==> config.mk <==
export PLATFORM = sky130hd
export DESIGN_NAME = scr_top
export DESIGN_NICKNAME = d
export VERILOG_FILES = /design/src/scr_pkg.sv /design/src/scr_ratediv.sv /design/src/scr_top.sv
export VERILOG_INCLUDE_DIRS = /design/src
export SDC_FILE = /design/constraint.sdc
export NUM_CORES = 1
export LEC_CHECK = 0
export ABC_AREA = 0
export BUFFER_PORTS_ARGS = -buffer_cell sky130_fd_sc_hd__buf_2
export CORE_UTILIZATION = 33
export DETAILED_ROUTE_END_ITERATION = 12
export GPL_ROUTABILITY_DRIVEN = 0
export SYNTH_ARGS = -nofsm -noshare
export SYNTH_HDL_FRONTEND = slang
export SYNTH_SLANG_ARGS = --single-unit
==> constraint.sdc <==
create_clock -name REF_CLK -period 3.4 [get_ports REF_CLK]
set_clock_uncertainty 0.1 [all_clocks]
set_input_delay 0.17 -clock REF_CLK [delete_from_list [all_inputs] [get_ports REF_CLK]]
set_output_delay 0.17 -clock REF_CLK [all_outputs]
set_load 0.005 [all_outputs]
==> src/scr_cfg.svh <==
// constants for the core clock source and adc rate block
`ifndef SCR_CFG_SVH
`define SCR_CFG_SVH

`define SCR_IDX_RATE 6'h07
`define SCR_IDX_MODE 6'h0A
`define SCR_IDX_SRC 6'h0B
`define SCR_IDX_STAT 6'h0C

`define SCR_BIT_SRC_SEL 14
`define SCR_BIT_FORCE 13
`define SCR_BIT_PREDIV_HI 12
`define SCR_BIT_PREDIV_LO 11
`define SCR_BIT_INVERT 10
`define SCR_BIT_RATE_HI 7
`define SCR_BIT_RATE_LO 5
`define SCR_BIT_MODE 10

`define SCR_PREDIV_DIV2 2'h2

`define SCR_SRC_RST 16'h0000
`define SCR_RATE_RST 16'h0000
`define SCR_MODE_RST 16'h0000

`define SCR_FS_NORMAL 9'h100
`define SCR_FS_USB 9'h110

`define SCR_RESP_OKAY 2'h0
`define SCR_RESP_SLVERR 2'h2

`endif

==> src/scr_pkg.sv <==
// types for the core clock source and adc rate block
package scr_pkg;

	typedef enum logic [1:0] {SW_RUN, SW_WAIT_OLD_LOW, SW_WAIT_NEW_LOW} scr_sw_t;

	typedef struct packed {
		logic [15:0] src_ctrl;
		logic [15:0] rate_ctrl;
		logic [15:0] mode_ctrl;
	} scr_regs_t;

	typedef struct packed {
		logic aw_have;
		logic [5:0] aw_idx;
		logic w_have;
		logic [31:0] wdata;
		logic [3:0] wstrb;
		logic bvalid;
		logic [1:0] bresp;
		logic rvalid;
		logic [31:0] rdata;
		logic [1:0] rresp;
	} scr_axi_t;

	typedef struct packed {
		scr_sw_t sw;
		logic act;
		logic mux_lvl;
		logic core;
	} scr_clk_t;

	typedef struct packed {
		scr_regs_t regs;
		scr_axi_t axi;
		scr_clk_t clk;
	} scr_state_t;

	typedef struct packed {
		logic [3:0] half;
		logic [8:0] fs;
		logic rate_en;
		logic fs_en;
	} scr_div_t;

endpackage

==> src/scr_ratediv.sv <==
// fractional adc rate divider and frame strobe from core clock half periods
`timescale 1ns/100ps
`include "scr_cfg.svh"

module scr_ratediv
	import scr_pkg::*;
(
	// clock and reset
	input wire logic clk,
	input wire logic rst,
	// core clock half-period tick
	input wire logic tick,
	// configuration
	input wire logic [2:0] code,
	input wire logic usb_mode,
	// strobes
	output logic rate_en,
	output logic fs_en
);

	scr_div_t st_r;
	scr_div_t st_nxt;
	logic [3:0] lim;
	logic [8:0] ratio;

	// half periods per output: /1.5 and /5.5 need odd half counts
	always_comb
	begin
		case (code)
			3'h0: lim = 4'h2;
			3'h1: lim = 4'h3;
			3'h2: lim = 4'h4;
			3'h3: lim = 4'h6;
			3'h4: lim = 4'h8;
			3'h5: lim = 4'hB;
			3'h6: lim = 4'hC;
			default: lim = 4'h0;
		endcase
	end

	assign ratio = usb_mode ? `SCR_FS_USB : `SCR_FS_NORMAL;

	always_comb
	begin
		st_nxt = st_r;
		st_nxt.rate_en = 1'b0;
		st_nxt.fs_en = 1'b0;
		// reserved code stops the rate clock rather than guess a ratio
		if (tick && lim != 4'h0)
		begin
			if (st_r.half + 4'h1 >= lim)
			begin
				st_nxt.half = 4'h0;
				st_nxt.rate_en = 1'b1;
				if (st_r.fs + 9'h001 >= ratio)
				begin
					st_nxt.fs = 9'h000;
					st_nxt.fs_en = 1'b1;
				end
				else
				begin
					st_nxt.fs = st_r.fs + 9'h001;
				end
			end
			else
			begin
				st_nxt.half = st_r.half + 4'h1;
			end
		end
	end

	always_ff @(posedge clk)
	begin
		if (rst)
		begin
			st_r <= '0;
		end
		else
		begin
			st_r <= st_nxt;
		end
	end

	assign rate_en = st_r.rate_en;
	assign fs_en = st_r.fs_en;

endmodule

==> src/scr_top.sv <==
// core clock source selection, pre-divide, adc rate divider, axi4-lite registers
`timescale 1ns/100ps
`include "scr_cfg.svh"

module scr_top
	import scr_pkg::*;
#(
	parameter int ADDR_W = 8
)
(
	// clock and reset
	input wire logic REF_CLK,
	input wire logic RST,
	// axi4-lite write address
	input wire logic [ADDR_W-1:0] AWADDR,
	input wire logic AWVALID,
	output logic AWREADY,
	// axi4-lite write data
	input wire logic [31:0] WDATA,
	input wire logic [3:0] WSTRB,
	input wire logic WVALID,
	output logic WREADY,
	// axi4-lite write response
	output logic [1:0] BRESP,
	output logic BVALID,
	input wire logic BREADY,
	// axi4-lite read address
	input wire logic [ADDR_W-1:0] ARADDR,
	input wire logic ARVALID,
	output logic ARREADY,
	// axi4-lite read data
	output logic [31:0] RDATA,
	output logic [1:0] RRESP,
	output logic RVALID,
	input wire logic RREADY,
	// clock sources, sampled levels
	input wire logic MASTER_CLOCK_IN,
	input wire logic PLL_CLOCK_IN,
	// toward the adc core
	output logic CORE_CLOCK,
	output logic ADC_RATE_EN,
	output logic ADC_FRAME_EN,
	output logic CLOCKING_MODE_SELECT
);

	scr_state_t st_r;
	scr_state_t st_nxt;
	logic master_clock;
	logic src_sel;
	logic force_sw;
	logic [1:0] prediv;
	logic old_lvl;
	logic new_lvl;
	logic mux_now;
	logic tick;
	logic aw_take;
	logic w_take;
	logic ar_take;
	logic [5:0] wr_idx;
	logic [31:0] wr_data;
	logic [3:0] wr_strb;
	logic [5:0] rd_idx;

	function automatic logic [15:0] merge16(input logic [15:0] old, input logic [31:0] d,
		input logic [3:0] s);
		logic [15:0] r;
		r = old;
		if (s[0])
		begin
			r[7:0] = d[7:0];
		end
		if (s[1])
		begin
			r[15:8] = d[15:8];
		end
		return r;
	endfunction

	assign src_sel = st_r.regs.src_ctrl[`SCR_BIT_SRC_SEL];
	assign force_sw = st_r.regs.src_ctrl[`SCR_BIT_FORCE];
	assign prediv = st_r.regs.src_ctrl[`SCR_BIT_PREDIV_HI:`SCR_BIT_PREDIV_LO];

	// flipping this mid-stream can cut a pulse short
	assign master_clock = MASTER_CLOCK_IN ^ st_r.regs.src_ctrl[`SCR_BIT_INVERT];

	assign old_lvl = st_r.clk.act ? PLL_CLOCK_IN : master_clock;
	assign new_lvl = src_sel ? PLL_CLOCK_IN : master_clock;

	assign AWREADY = !st_r.axi.aw_have && !st_r.axi.bvalid;
	assign WREADY = !st_r.axi.w_have && !st_r.axi.bvalid;
	assign ARREADY = !st_r.axi.rvalid;
	assign aw_take = AWVALID && AWREADY;
	assign w_take = WVALID && WREADY;
	assign ar_take = ARVALID && ARREADY;
	assign wr_idx = aw_take ? AWADDR[7:2] : st_r.axi.aw_idx;
	assign wr_data = w_take ? WDATA : st_r.axi.wdata;
	assign wr_strb = w_take ? WSTRB : st_r.axi.wstrb;
	assign rd_idx = ARADDR[7:2];

	always_comb
	begin
		st_nxt = st_r;

		// switch sequencer: park low between the two sources
		case (st_r.clk.sw)
			SW_RUN:
			begin
				if (src_sel != st_r.clk.act)
				begin
					if (force_sw)
					begin
						// old source may be dead, so no low phase to wait for
						st_nxt.clk.act = src_sel;
					end
					else
					begin
						st_nxt.clk.sw = SW_WAIT_OLD_LOW;
					end
				end
			end
			SW_WAIT_OLD_LOW:
			begin
				// unless force is set, the high phase of the old source is never truncated
				// new must be high here, so the low that ends the next wait is a fresh fall
				if ((!old_lvl && new_lvl) || force_sw)
				begin
					st_nxt.clk.act = src_sel;
					st_nxt.clk.sw = SW_WAIT_NEW_LOW;
				end
			end
			SW_WAIT_NEW_LOW:
			begin
				// joining the new source only while it is low keeps its first high whole
				if (!new_lvl)
				begin
					st_nxt.clk.act = src_sel;
					st_nxt.clk.sw = SW_RUN;
				end
			end
			default:
			begin
				st_nxt.clk.sw = SW_RUN;
			end
		endcase

		if (st_r.clk.sw == SW_WAIT_NEW_LOW)
		begin
			mux_now = 1'b0;
		end
		else if (st_r.clk.sw == SW_WAIT_OLD_LOW && !old_lvl)
		begin
			mux_now = 1'b0;
		end
		else
		begin
			mux_now = old_lvl;
		end
		st_nxt.clk.mux_lvl = mux_now;

		// reserved pre-divide codes fall back to divide by one
		if (prediv == `SCR_PREDIV_DIV2)
		begin
			if (mux_now && !st_r.clk.mux_lvl)
			begin
				st_nxt.clk.core = !st_r.clk.core;
			end
		end
		else
		begin
			st_nxt.clk.core = mux_now;
		end

		// register bus: address and data may arrive in either order
		if (aw_take)
		begin
			st_nxt.axi.aw_have = 1'b1;
			st_nxt.axi.aw_idx = AWADDR[7:2];
		end
		if (w_take)
		begin
			st_nxt.axi.w_have = 1'b1;
			st_nxt.axi.wdata = WDATA;
			st_nxt.axi.wstrb = WSTRB;
		end
		if ((aw_take || st_r.axi.aw_have) && (w_take || st_r.axi.w_have))
		begin
			st_nxt.axi.aw_have = 1'b0;
			st_nxt.axi.w_have = 1'b0;
			st_nxt.axi.bvalid = 1'b1;
			st_nxt.axi.bresp = `SCR_RESP_OKAY;
			case (wr_idx)
				`SCR_IDX_SRC:
				begin
					st_nxt.regs.src_ctrl = merge16(st_r.regs.src_ctrl, wr_data, wr_strb);
				end
				`SCR_IDX_RATE:
				begin
					st_nxt.regs.rate_ctrl = merge16(st_r.regs.rate_ctrl, wr_data, wr_strb);
				end
				`SCR_IDX_MODE:
				begin
					st_nxt.regs.mode_ctrl = merge16(st_r.regs.mode_ctrl, wr_data, wr_strb);
				end
				`SCR_IDX_STAT:
				begin
					st_nxt.axi.bresp = `SCR_RESP_OKAY;
				end
				default:
				begin
					st_nxt.axi.bresp = `SCR_RESP_SLVERR;
				end
			endcase
		end
		if (st_r.axi.bvalid && BREADY)
		begin
			st_nxt.axi.bvalid = 1'b0;
		end

		if (ar_take)
		begin
			st_nxt.axi.rvalid = 1'b1;
			st_nxt.axi.rresp = `SCR_RESP_OKAY;
			st_nxt.axi.rdata = 32'h00000000;
			case (rd_idx)
				`SCR_IDX_SRC:
				begin
					st_nxt.axi.rdata[15:0] = st_r.regs.src_ctrl;
				end
				`SCR_IDX_RATE:
				begin
					st_nxt.axi.rdata[15:0] = st_r.regs.rate_ctrl;
				end
				`SCR_IDX_MODE:
				begin
					st_nxt.axi.rdata[15:0] = st_r.regs.mode_ctrl;
				end
				`SCR_IDX_STAT:
				begin
					st_nxt.axi.rdata[0] = st_r.clk.act;
					st_nxt.axi.rdata[1] = st_r.clk.sw != SW_RUN;
					st_nxt.axi.rdata[2] = st_r.clk.core;
				end
				default:
				begin
					st_nxt.axi.rresp = `SCR_RESP_SLVERR;
				end
			endcase
		end
		else if (st_r.axi.rvalid && RREADY)
		begin
			st_nxt.axi.rvalid = 1'b0;
		end
	end

	always_ff @(posedge REF_CLK)
	begin
		if (RST)
		begin
			st_r <= '0;
			st_r.regs.src_ctrl <= `SCR_SRC_RST;
			st_r.regs.rate_ctrl <= `SCR_RATE_RST;
			st_r.regs.mode_ctrl <= `SCR_MODE_RST;
		end
		else
		begin
			st_r <= st_nxt;
		end
	end

	// both core clock edges count, so half-integer ratios fall out exactly
	assign tick = st_nxt.clk.core ^ st_r.clk.core;

	scr_ratediv u_ratediv
	(
		.clk(REF_CLK),
		.rst(RST),
		.tick(tick),
		.code(st_r.regs.rate_ctrl[`SCR_BIT_RATE_HI:`SCR_BIT_RATE_LO]),
		.usb_mode(st_r.regs.mode_ctrl[`SCR_BIT_MODE]),
		.rate_en(ADC_RATE_EN),
		.fs_en(ADC_FRAME_EN)
	);

	assign CORE_CLOCK = st_r.clk.core;
	assign CLOCKING_MODE_SELECT = st_r.regs.mode_ctrl[`SCR_BIT_MODE];
	assign BVALID = st_r.axi.bvalid;
	assign BRESP = st_r.axi.bresp;
	assign RVALID = st_r.axi.rvalid;
	assign RDATA = st_r.axi.rdata;
	assign RRESP = st_r.axi.rresp;

endmodule

# After elaboration in Yosys (flattened, before gate mapping)
# Cells that the tools add are included.
dict set report totals {
  inputBits 61
  word_cells 126
  out_inout_bits 45
  reg_bits 116
}
dict set report classes {
  bitwise 4
  add_sub_neg 2
  magnitude_cmp 2
  muxes 28
  n_eq_ne 23
  n_reduce_logical 43
}
# cell n
set op_table {}
lappend op_table {{case mux 13 bit (3 select lines)} 1}
lappend op_table {{== test 6 x 4 -> 1 bit (second input constant)} 6}
lappend op_table {{case mux 4 bit (7 select lines)} 1}
lappend op_table {{AND reduction 3 bit} 6}
lappend op_table {{two-way mux 16 bit} 1}
lappend op_table {{== test 6 x 3 -> 1 bit (second input constant)} 2}
lappend op_table {{logical AND 1 bit} 12}
lappend op_table {{case mux 3 bit (4 select lines)} 1}
lappend op_table {{two-way mux 1 bit} 10}
lappend op_table {{two-way mux 2 bit} 5}
lappend op_table {{inequality test 2 bit (second input constant)} 5}
lappend op_table {{adder 9 x 1 -> 9 bit (second input constant)} 1}
lappend op_table {{== test 3 bit (second input constant)} 3}
lappend op_table {{>= comparator 9 bit} 1}
lappend op_table {{two-way mux 3 bit} 3}
lappend op_table {{two-way mux 9 bit} 1}
lappend op_table {{OR reduction 4 bit} 2}
lappend op_table {{logical NOT 1 bit} 7}
lappend op_table {{== test 3 x 2 -> 1 bit (second input constant)} 2}
lappend op_table {{two-way mux 6 bit} 1}
lappend op_table {{case mux 2 bit (3 select lines)} 1}
lappend op_table {{OR reduction 2 bit} 3}
lappend op_table {{two-way mux 5 bit} 1}
lappend op_table {{AND reduction 5 bit} 1}
lappend op_table {{other kinds (19)} 25}

# Depth between registers and ports, before layout
# Gate-level depths: netlist of run 1.
dict set report depth {
  ltp_word 13
  depth_mapped 10
}

# By module
# From an unflattened synthesis of run 1, not the netlist that was laid out.
dict set report unflattened {
  cells_unflattened 581
  area_unflattened_um2 5541.6
}
# module instances area_per_inst_um2 seq_area_each_um2 cells_per_inst
set by_module_without_submodules {}
lappend by_module_without_submodules {scr_top 1 4634.4 1981.9 480}
lappend by_module_without_submodules {scr_ratediv 1 907.1 300.3 101}

# Worst setup path before layout of run 1
# OpenSTA, ideal clock, no wires.
dict set report synth_path {
  path_kind {register -> register}
  start {register st_r (netlist bit BVALID)}
  end {register st_r (netlist bit CLOCKING_MODE_SELECT)}
  setup_ps 121
  setup_slack_ps 824
  arrival_ps 2355
  required_time_ps 3179
  stages_incl_launch_ff 8
  path_buffers 2
  path_cell_list {dfxtp_1 nor3b_2 buf_6 mux2_4 or4_4 buf_6 nor3_4 mux2_2}
}
dict set report synth_via {
  elab_chain_cells 6
  elab_cells_between_ends 13
  classes_between {eq/ne (1); mux (3); reduce/logical (9)}
}
# element line
set synth_rtl {}
lappend synth_rtl {{from (decl)} scr_top.sv:46} ;# scr_state_t st_r;
lappend synth_rtl {{from (signal assigned)} scr_top.sv:266} ;# st_r <= st_nxt;
lappend synth_rtl {{logical NOT 1 bit *} {scr_top.sv:89, scr_top.sv:90}}
lappend synth_rtl {{logical AND 1 bit (on tied branches)} {scr_top.sv:89, scr_top.sv:90}}
lappend synth_rtl {{logical AND 1 bit (on tied branches)} {scr_top.sv:92, scr_top.sv:93}}
lappend synth_rtl {{two-way mux 6 bit / logical OR 1 bit (equally long branches)} {scr_top.sv:95, scr_top.sv:185}}
lappend synth_rtl {{== test 6 x 4 -> 1 bit / logical AND 1 bit (equally long branches)} {scr_top.sv:191, scr_top.sv:185}}
lappend synth_rtl {{AND reduction 3 bit (no source line)} n/a}
# Every way passes the cells marked *; elsewhere a longest branch is shown, timed or not.
# A chain may end at the register's enable or synchronous reset.

# Worst setup path in the final report of run 1
dict set report layout_path {
  start {register st_r (netlist bit BVALID)}
  end {register st_r[94] (netlist bit)}
}
# The elaborated chain is that of the path after synthesis.

==> run metrics, run 1 <==
Root Driver clkbuf_16; layout cell share with drive strength beyond 1 between 20% and 30%; Final Hold Viols 0; initial DRC count between 200 and 250; Period minus WS final just under 3 ns; top_reg_cell synth dfxtp_1; commonest cells in the netlist dfxtp_1, nor2_1, nand2_1, nor2b_1, mux2_2; top cell type by total area after synthesis dfxtp_1; FMAX between 300 and 400 MHz; TritonCTS Sinks between 100 and 150; Max VDD drop 315 uV; Critical Path Source BVALID; Post-synth EDFFs 0; IO Port Bufs 65; worst path arrival time between 3 and 4 ns; Die Y about 130 um; Die X-Extent approximately 130 um; Setup crit end st_r[94]; Max H-tree Level 4; CTS Buffer Depth 2; CP Cell Sequence nor3b_2, buf_4, mux2_4, or4_4, nor3_4, mux2_2; Synth cell types 63; ant diodes 0; fin nets approximately 740; Worst-path clk slew 0.05 ns; Slew headroom approximately half; initial antenna violation count 0; area growth from synthesis to layout 20.5%; final setup fails 0; number of global-route vias before repair ~4,000; I/O pins roughly 110; row cnt 47; gr usage total 15.3%; R2R setup slack ~0.51 ns; Setup TNS Final 0 ns; share of the core filled with cells a little over 40%; Cells after Synth roughly 600; max incr delay on CP approximately 0.6 ns; starting density of the core between 30 and 40%; Final Slew Violations 0; Total Routed Length approximately 13 mm; Yosys warnings 0; required time of the critical path 3.60 ns; worst-path fanout max 8; CTS Buf Count 17; routed vias 4,305; later-pin clock latency in the skew report approximately 0.42 ns; register area share after synthesis between 40% and 50%; die area roughly 0.017 sq mm; HPWL after detailed placement 8.36 mm; Worst-Margin Slew ~0.76 ns; ys async rst share 0%; most common cell in the netlist dfxtp_1; Max-Cap Viols 0; status finished, final reports clean; # placed instances 849; First-pass DRT Iterations 5; critical path's slowest cell or4_4; final cycle utilization of the critical path 85.0%; RSZ-0062 raised after global routing false; kind of critical path reg -> reg; fin cells 904; vias per cell about 4.8; pwr/cell area 520 mW/mm^2; DRC 0; first-pass GRT wire length slightly above 20 mm; r2r worst-path depth 6; post-synth top area share about two fifths; RR Startpoint BVALID; Post-DRT Antenna Nets 0; Tot Pwr around 3.5 mW; worst reg2reg endpoint st_r[94]; largest cells by area after synthesis dfxtp_1, mux2_2, nor2b_1; hold crit path type in -> reg; synthesized area 0.00556 sq mm; CP endpoint kind register; Critical Path Start Type register; largest net degree at the start of global routing 72; Syn Area/Cell just over 9 sq um; routed len/inst between 10 and 15 um; P_leak about 2.8 nW; postcts setup bufs 0; grt total ovfl 0; CTS tree built; number of synthesized register bits roughly 110; core area about 0.017 sq mm
==> layout by cell type, fill, tap and decap left out, types with 3 or more instances in the layout <==
cell type / synthesis / final
dfxtp_1: 114 / 114
buf_2: 0 / 64
nor2_1: 55 / 55
nand2_1: 52 / 52
nor2b_1: 51 / 51
mux2_2: 46 / 46
a21oi_1: 29 / 29
mux2i_1: 26 / 26
dlygate4sd3_1: 0 / 23
nor3_1: 19 / 19
conb_1: 1 / 18
clkbuf_16: 0 / 17
a211oi_1: 16 / 16
buf_4: 36 / 12
o21ai_0: 11 / 11
ha_1: 10 / 10
nand3_1: 9 / 9
inv_1: 8 / 8
nand2b_1: 6 / 6
clkinv_2: 0 / 6
a22oi_1: 5 / 5
xor2_1: 4 / 4
and3_1: 4 / 4
nand3b_1: 4 / 4
nor3_4: 4 / 4
mux2_1: 4 / 4
xnor2_1: 3 / 3
or3_1: 3 / 3
o31ai_1: 3 / 3
nor3b_1: 3 / 3
nand4_1: 3 / 3
o32ai_1: 3 / 3
clkbuf_8: 0 / 3
==> sequential cells by signal (all words and copies together) (netlist names) <==
signal                count
RRESP                     1
force_sw                  1
src_sel                   1
CLOCKING_MODE_SELECT      1
BRESP                     1
u_ratediv.st_r           13
st_r                     73
RDATA                    16
CORE_CLOCK                1
prediv                    2
u_ratediv.fs_en           1
u_ratediv.rate_en         1
RVALID                    1
BVALID                    1
==> critical path: cells and delay by family, from the launching register on <==
family | cells | cell delay (ns)
simple gates | 3 | 1.36
mux | 2 | 0.73
flops | 1 | 0.36
buf+inv | 1 | 0.22
==> routing by layer <==
| metal | track usage [%] | routed length [um] | share of wire, % | up-vias |
|---|---|---|---|---|
| met5 | 0 | 0 | 0 | - |
| met4 | 5.75 | 204 | 1.6 | 0 |
| met3 | 4.81 | 543 | 4.3 | 19 |
| met2 | 23.3 | 5550 | 44 | 99 |
| met1 | 20.2 | 6290 | 50 | 1996 |
| li1 | - | - | - | 2191 |
==> power by group <==
group / total [mW] / internal, mW / switching [mW] / leakage, nW
clock: 1.66 / 1.05 / 0.604 / 0.275
combinational: 0.400 / 0.163 / 0.237 / 1.58
sequential: 1.43 / 1.39 / 0.0341 / 0.927
total: 3.48 / 2.61 / 0.876 / 2.78
==> stage by stage <==
step	area (sq um)	worst slack (ns)	hold slack, ns
2_1_floorplan	5630	0.824	0.169
3_3_place_gp	5910	0.486	0.263
3_5_place_dp	5910	0.496	0.263
4_1_cts	6700	0.485	0.0394
5_1_grt	6700	0.345	0.0639
6_report	6700	0.510	0.0473
==> logic make-up (layout without fill, tap and decap cells) <==
| family | after synthesis | after routing | synth area share, % |
|---|---|---|---|
| compound gates | 88 | 88 | 10.7 |
| xor+xnor | 7 | 7 | 1.10 |
| fa+ha+maj | 10 | 10 | 2.25 |
| buf+inv | 74 | 139 | 7.69 |
| flops | 114 | 114 | 41.0 |
| mux | 78 | 78 | 15.3 |
| other cells | 1 | 18 | 0.0674 |
| simple gates | 230 | 230 | 21.9 |
==> cell type report <==
type	count	area (sq um)
fill	1663	9820
multi-input combinational	431	2920
sequential	114	2280
timing repair buffer	99	641
clock buffer	22	474
tap	220	275
clock inverter	10	83.8
inverter	8	30.0
==> worst min-delay path by stage <==
stage                   start  endpoint  cells past startpoint
floorplan              RREADY    RVALID                      1
global placement       RREADY    RVALID                      2
detailed placement     RREADY    RVALID                      2
CTS                 AWADDR[4]  st_r[82]                      3
global route        AWADDR[4]  st_r[82]                      3
finish              AWADDR[4]  st_r[82]                      3
==> what timing repair did <==
action,in CTS,in global routing
gates resized for setup,0,0
hold buffers,23,0
hold endpoints to repair,22,0
Note: power is estimated with default switching activity, not from simulation.
==> inputs of run 2 (changes only) <==
--- a/config.mk
+++ b/config.mk
@@ -8,9 +8,11 @@
 export LEC_CHECK = 0
 export ABC_AREA = 0
 export BUFFER_PORTS_ARGS = -buffer_cell sky130_fd_sc_hd__buf_2
+export CAP_MARGIN = 20
 export CORE_UTILIZATION = 33
 export DETAILED_ROUTE_END_ITERATION = 12
 export GPL_ROUTABILITY_DRIVEN = 0
+export MAX_ROUTING_LAYER = met4
 export SYNTH_ARGS = -nofsm -noshare
 export SYNTH_HDL_FRONTEND = slang
 export SYNTH_SLANG_ARGS = --single-unit
==> constraint.sdc (replaced) <==
create_clock -name REF_CLK -period 3 [get_ports REF_CLK]
set_clock_uncertainty 0.1 [all_clocks]
set_input_delay 0.15 -clock REF_CLK [delete_from_list [all_inputs] [get_ports REF_CLK]]
set_output_delay 0.15 -clock REF_CLK [all_outputs]
set_load 0.005 [all_outputs]
==> run metrics, run 2 (same netlist as run 1, synthesis figures left out) <==
Max VDD drop approximately 320 uV; # placed instances roughly 860; most frequent cells in the layout dfxtp_1, buf_2, nor2_1; row cnt 47; grt total ovfl 0; kind of critical path reg -> reg; CTS Buf Count 17; IO Port Bufs 65; Final Hold Viols 0; r2r worst-path depth 7; die area between 0.015 and 0.02 sq mm; GR peak layer met2; Most common cell on crit path buf_4; Worst-path clk slew roughly 0.050 ns; fin nets 748; First-pass DRT Iterations 6; pwr/cell area 622 mW/mm^2; hold path cells 3; max incr delay on CP 0.60 ns; fill count about 1,600; TritonCTS Sinks ~110; critical path's slowest cell or4_4; CTS Buffer Depth 2; ant diodes 0; Post-DRT Antenna Nets 0; I/O pins 106; gr usage total about 16%; Period minus WS final approximately 2.6 ns; initial antenna violation count 0; Final Slew Violations 0; Critical Path Start Type register; FMAX between 300 and 400 MHz; Setup TNS Final 0 ns; Total Routed Length about 13 mm; area growth from synthesis to layout 23.3%; first-pass GRT wire length 20.9 mm; Slew headroom 49.0%; met3 Usage GRT just over 4%; worst path arrival time approximately 2.8 ns; Multi-input gate area between 0.002 and 0.003 sq mm; layout cell share with drive strength beyond 1 ~25%; worst-path fanout max 8; Root Driver clkbuf_16; final setup fails 0; P_leak between 2 and 3 nW; final cycle utilization of the critical path 88.2%; later-pin clock latency in the skew report 0.41 ns; fin cells 910; vias per cell between 4 and 5; RSZ-0062 raised after global routing false; grt met1 use roughly 20%; register area 0.00228 sq mm; HPWL after detailed placement around 8.4 mm; CP endpoint kind register; Die X-Extent 132 um; starting density of the core about a third; met2 Usage GRT a little under a quarter; required time of the critical path between 3 and 4 ns; core area 0.0165 sq mm; routed vias ~4,300; largest net degree at the start of global routing 65; Max H-tree Level 4; Die Y 132 um; hold crit path type in -> reg; CP Cell Sequence nor3b_2, buf_4, mux2_4, or4_4, nor3_4, buf_4, mux2_2; Max-Cap Viols 0; Worst-Margin Slew 0.763 ns; Reg with most FFs st_r; status finished, final reports clean; commonest non-fill, non-tap cell in the layout dfxtp_1; max reg flops between 70 and 80; DRC 0; number of global-route vias before repair between 4,000 and 5,000; routed len/inst approximately 14 um; initial DRC count roughly 240; CTS tree built
-- run 2: cell types whose count changed in the layout (fill, tap and decap cells not counted), moves of 2 or more --
cell | previous run | this run
clkinv_2 | 6 | 4
clkbuf_8 | 3 | 0
clkinv_4 | 1 | 4
buf_4 | 12 | 17
bufinv_16 | 1 | 5
-- run 2: worst max-delay path: cells and delay by family (launching register included) --
family	cells	cell delay [ns]
AND/OR/NAND/NOR	3	1.00
multiplexers	2	0.67
buffers and inverters	2	0.40
flip-flops	1	0.36
-- run 2: power breakdown --
part,internal (mW),switching [mW],total (mW)
logic,0.191,0.271,0.462
registers,1.58,0.0383,1.62
clock network,1.47,0.714,2.18
total,3.24,1.02,4.26
-- run 2: metal layers --
metal	routed length, um	share of wire (%)
met4	193	1.5
met2	5680	45
met1	6350	50
met5	0	0
met3	523	4.1
-- run 2: worst paths after layout --
| kind | startpoint | to | slack (ns) |
|---|---|---|---|
| max | BVALID | st_r[99] | 0.35 |
| min | AWADDR[4] | st_r[82] | 0.05 |
| max reg2reg | BVALID | st_r[99] | 0.35 |
| min reg2reg | RDATA[5] | RDATA[5] | 0.39 |
-- run 2: cell type report --
cell class	count	area share, %
Clock buffer	18	6.26
Clock inverter	14	3.10
Inverter	8	0.438
Multi-Input combinational cell	431	42.7
Sequential cell	114	33.3
Tap cell	220	4.02
Timing Repair Buffer	105	10.2
-- run 2: stage by stage --
step	hold WS [ns]	utilization [%]	power, mW	setup WS, ns	area, sq um
after CTS	0.0210	41.4	4.30	0.329	6840
after floorplan	0.149	-	1.97	0.424	5630
after detailed placement	0.243	36.1	2.09	0.331	5970
after global routing	0.0342	41.5	4.44	0.0760	6860
final	0.0457	41.5	4.26	0.353	6860
after global placement	0.240	36.1	2.08	0.348	5970
-- run 2: what timing repair did --
item / 4_1_cts / 5_1_grt
hold buffers: 23 / 0
gates resized for setup: 0 / 2
setup endpoints to repair: 0 / 1
setup buffers: 0 / 0
hold endpoints to repair: 22 / 0
==> inputs of run 3 (changes only) <==
--- a/config.mk
+++ b/config.mk
@@ -9,7 +9,7 @@
 export ABC_AREA = 0
 export BUFFER_PORTS_ARGS = -buffer_cell sky130_fd_sc_hd__buf_2
 export CAP_MARGIN = 20
-export CORE_UTILIZATION = 33
+export CORE_UTILIZATION = 35
 export DETAILED_ROUTE_END_ITERATION = 12
 export GPL_ROUTABILITY_DRIVEN = 0
 export MAX_ROUTING_LAYER = met4
==> run metrics, run 3 (same netlist as run 1, synthesis figures left out) <==
CTS Buf Count 17; Tot Pwr approximately 4.0 mW; Period minus WS final between 2 and 3 ns; later-pin clock latency in the skew report ~0.42 ns; P_leak between 2 and 3 nW; HPWL after detailed placement around 9.0 mm; Flop pwr share between 40% and 50%; Total Routed Length roughly 13 mm; final worst setup slack between 0.15 and 0.2 ns; pwr/cell area between 500 and 600 mW/mm^2; fin nets between 700 and 800; grt total ovfl 0; worst path arrival time ~3 ns; Max VDD drop between 400 and 500 uV; Multi-input gate area 0.00292 sq mm; CTS Buffer Depth 2; initial antenna violation count 2; largest net degree at the start of global routing between 40 and 50; Worst-path clk slew roughly 0.060 ns; area growth from synthesis to layout 21.2%; First-pass DRT Iterations 4; postcts setup bufs 0; Setup TNS Final 0 ns; P_int approximately 2.9 mW; WHS roughly 0.040 ns; required time of the critical path approximately 3.2 ns; RSZ-0062 raised after global routing false; TritonCTS Sinks between 100 and 150; status finished, final reports clean; Sw Share a little over a quarter; Post-DRT Antenna Nets 0; Max-Cap Viols 0; die area 0.0164 sq mm; IO Port Bufs 65; Worst-Margin Slew 0.747 ns; pre-CTS WS 0.162 ns; max reg flops 73; Final Hold Viols 0; number of global-route vias before repair roughly 4,300; fin cells 902; vias per cell about 4.9; Die X-Extent 128 um; initial DRC count ~200; Root Driver clkbuf_16; # placed instances around 850; Die Y roughly 130 um; routed vias roughly 4,400; Slew headroom between 50% and 60%; final cycle utilization of the critical path between 90% and 100%; Critical Path Start Type register; row cnt 45; final setup fails 0; gr usage total 17.6%; hold crit path type in -> reg; Comb pwr share 11.6%; core area 0.0154 sq mm; Clock power frac 47.5%; worst-path fanout max 8; starting density of the core between 30% and 40%; first-pass GRT wire length 21.3 mm; R2R setup slack ~0.19 ns; Reg with most FFs st_r; kind of critical path reg -> reg; most frequent cells in the layout dfxtp_1, buf_2, nor2_1; layout cell share with drive strength beyond 1 25.3%; Psw 1.03 mW; fill count 1,492; DRC 0; CP endpoint kind register; FMAX 355 MHz; routed len/inst 14.6 um; CTS tree built; register area ~0.0023 sq mm; Max H-tree Level 4; commonest non-fill, non-tap cell in the layout dfxtp_1; I/O pins around 110; Final Slew Violations 0
[run 3: cell types whose count changed in the layout (fill, tap and decap cells not counted), moves of 2 or more]
cell / delta
bufinv_16: -4
diode_2: +2
clkinv_2: -2
clkinvlp_4: +5
[run 3: timing repair]
action,in CTS,in global routing
hold endpoints to repair,22,0
hold buffers,23,0
setup endpoints to repair,0,6
resized for setup,0,3
[run 3: worst max-delay path: stages (launching register included)]
cell and delay [ns]:
dfxtp_1 0.43, ha_2 0.30, nand3_1 0.11, xor2_1 0.18, ha_1 0.31, nand3_1 0.08
o31ai_1 0.34, a211oi_2 0.10, or2_2 0.35, nand2_1 0.23, o221ai_1 0.16
[run 3: metrics by stage]
stage,cell area (sq um),util (%)
2_1_floorplan,5630,-
3_5_place_dp,5940,38.6
5_1_grt,6740,43.9
4_1_cts,6730,43.8
3_3_place_gp,5940,38.6
6_report,6740,43.9
[run 3: layout make-up]
class / instances / area share [%]
Multi-Input combinational cell: 431 / 43.4
Sequential cell: 114 / 33.9
Timing Repair Buffer: 104 / 10.1
Clock buffer: 20 / 6.63
Tap cell: 211 / 3.92
Clock inverter: 12 / 1.65
Inverter: 8 / 0.445
Antenna cell: 2 / 0.0742
[run 3: path summary, 6_finish.rpt]
path,startpoint,endpoint,cells after the start
min,AWADDR[4],st_r[82],3
min reg2reg,RDATA[12],RDATA[12],2
max,u_ratediv.st_r[3],u_ratediv.st_r[7],10
max reg2reg,u_ratediv.st_r[3],u_ratediv.st_r[7],10
[run 3: per-layer routing]
layer  part of all wire, %  wire [um]  track usage (%)  vias up
li1                      -          -                -     2205
met1                    46       6080             20.1     2077
met2                    46       6050             27.8      104
met3                   5.1        671             5.51       31
met4                   2.7        361             8.51        0
met5                     0          0                -        -
[run 3: power by group through the flow]
stage | logic [mW] | registers (mW) | clock network [mW]
2_1_floorplan | 0.330 | 1.64 | 0
3_3_place_gp | 0.420 | 1.64 | 0
3_5_place_dp | 0.436 | 1.65 | 0
4_1_cts | 0.461 | 1.62 | 1.92
5_1_grt | 0.509 | 1.62 | 1.99
6_report | 0.457 | 1.62 | 1.88
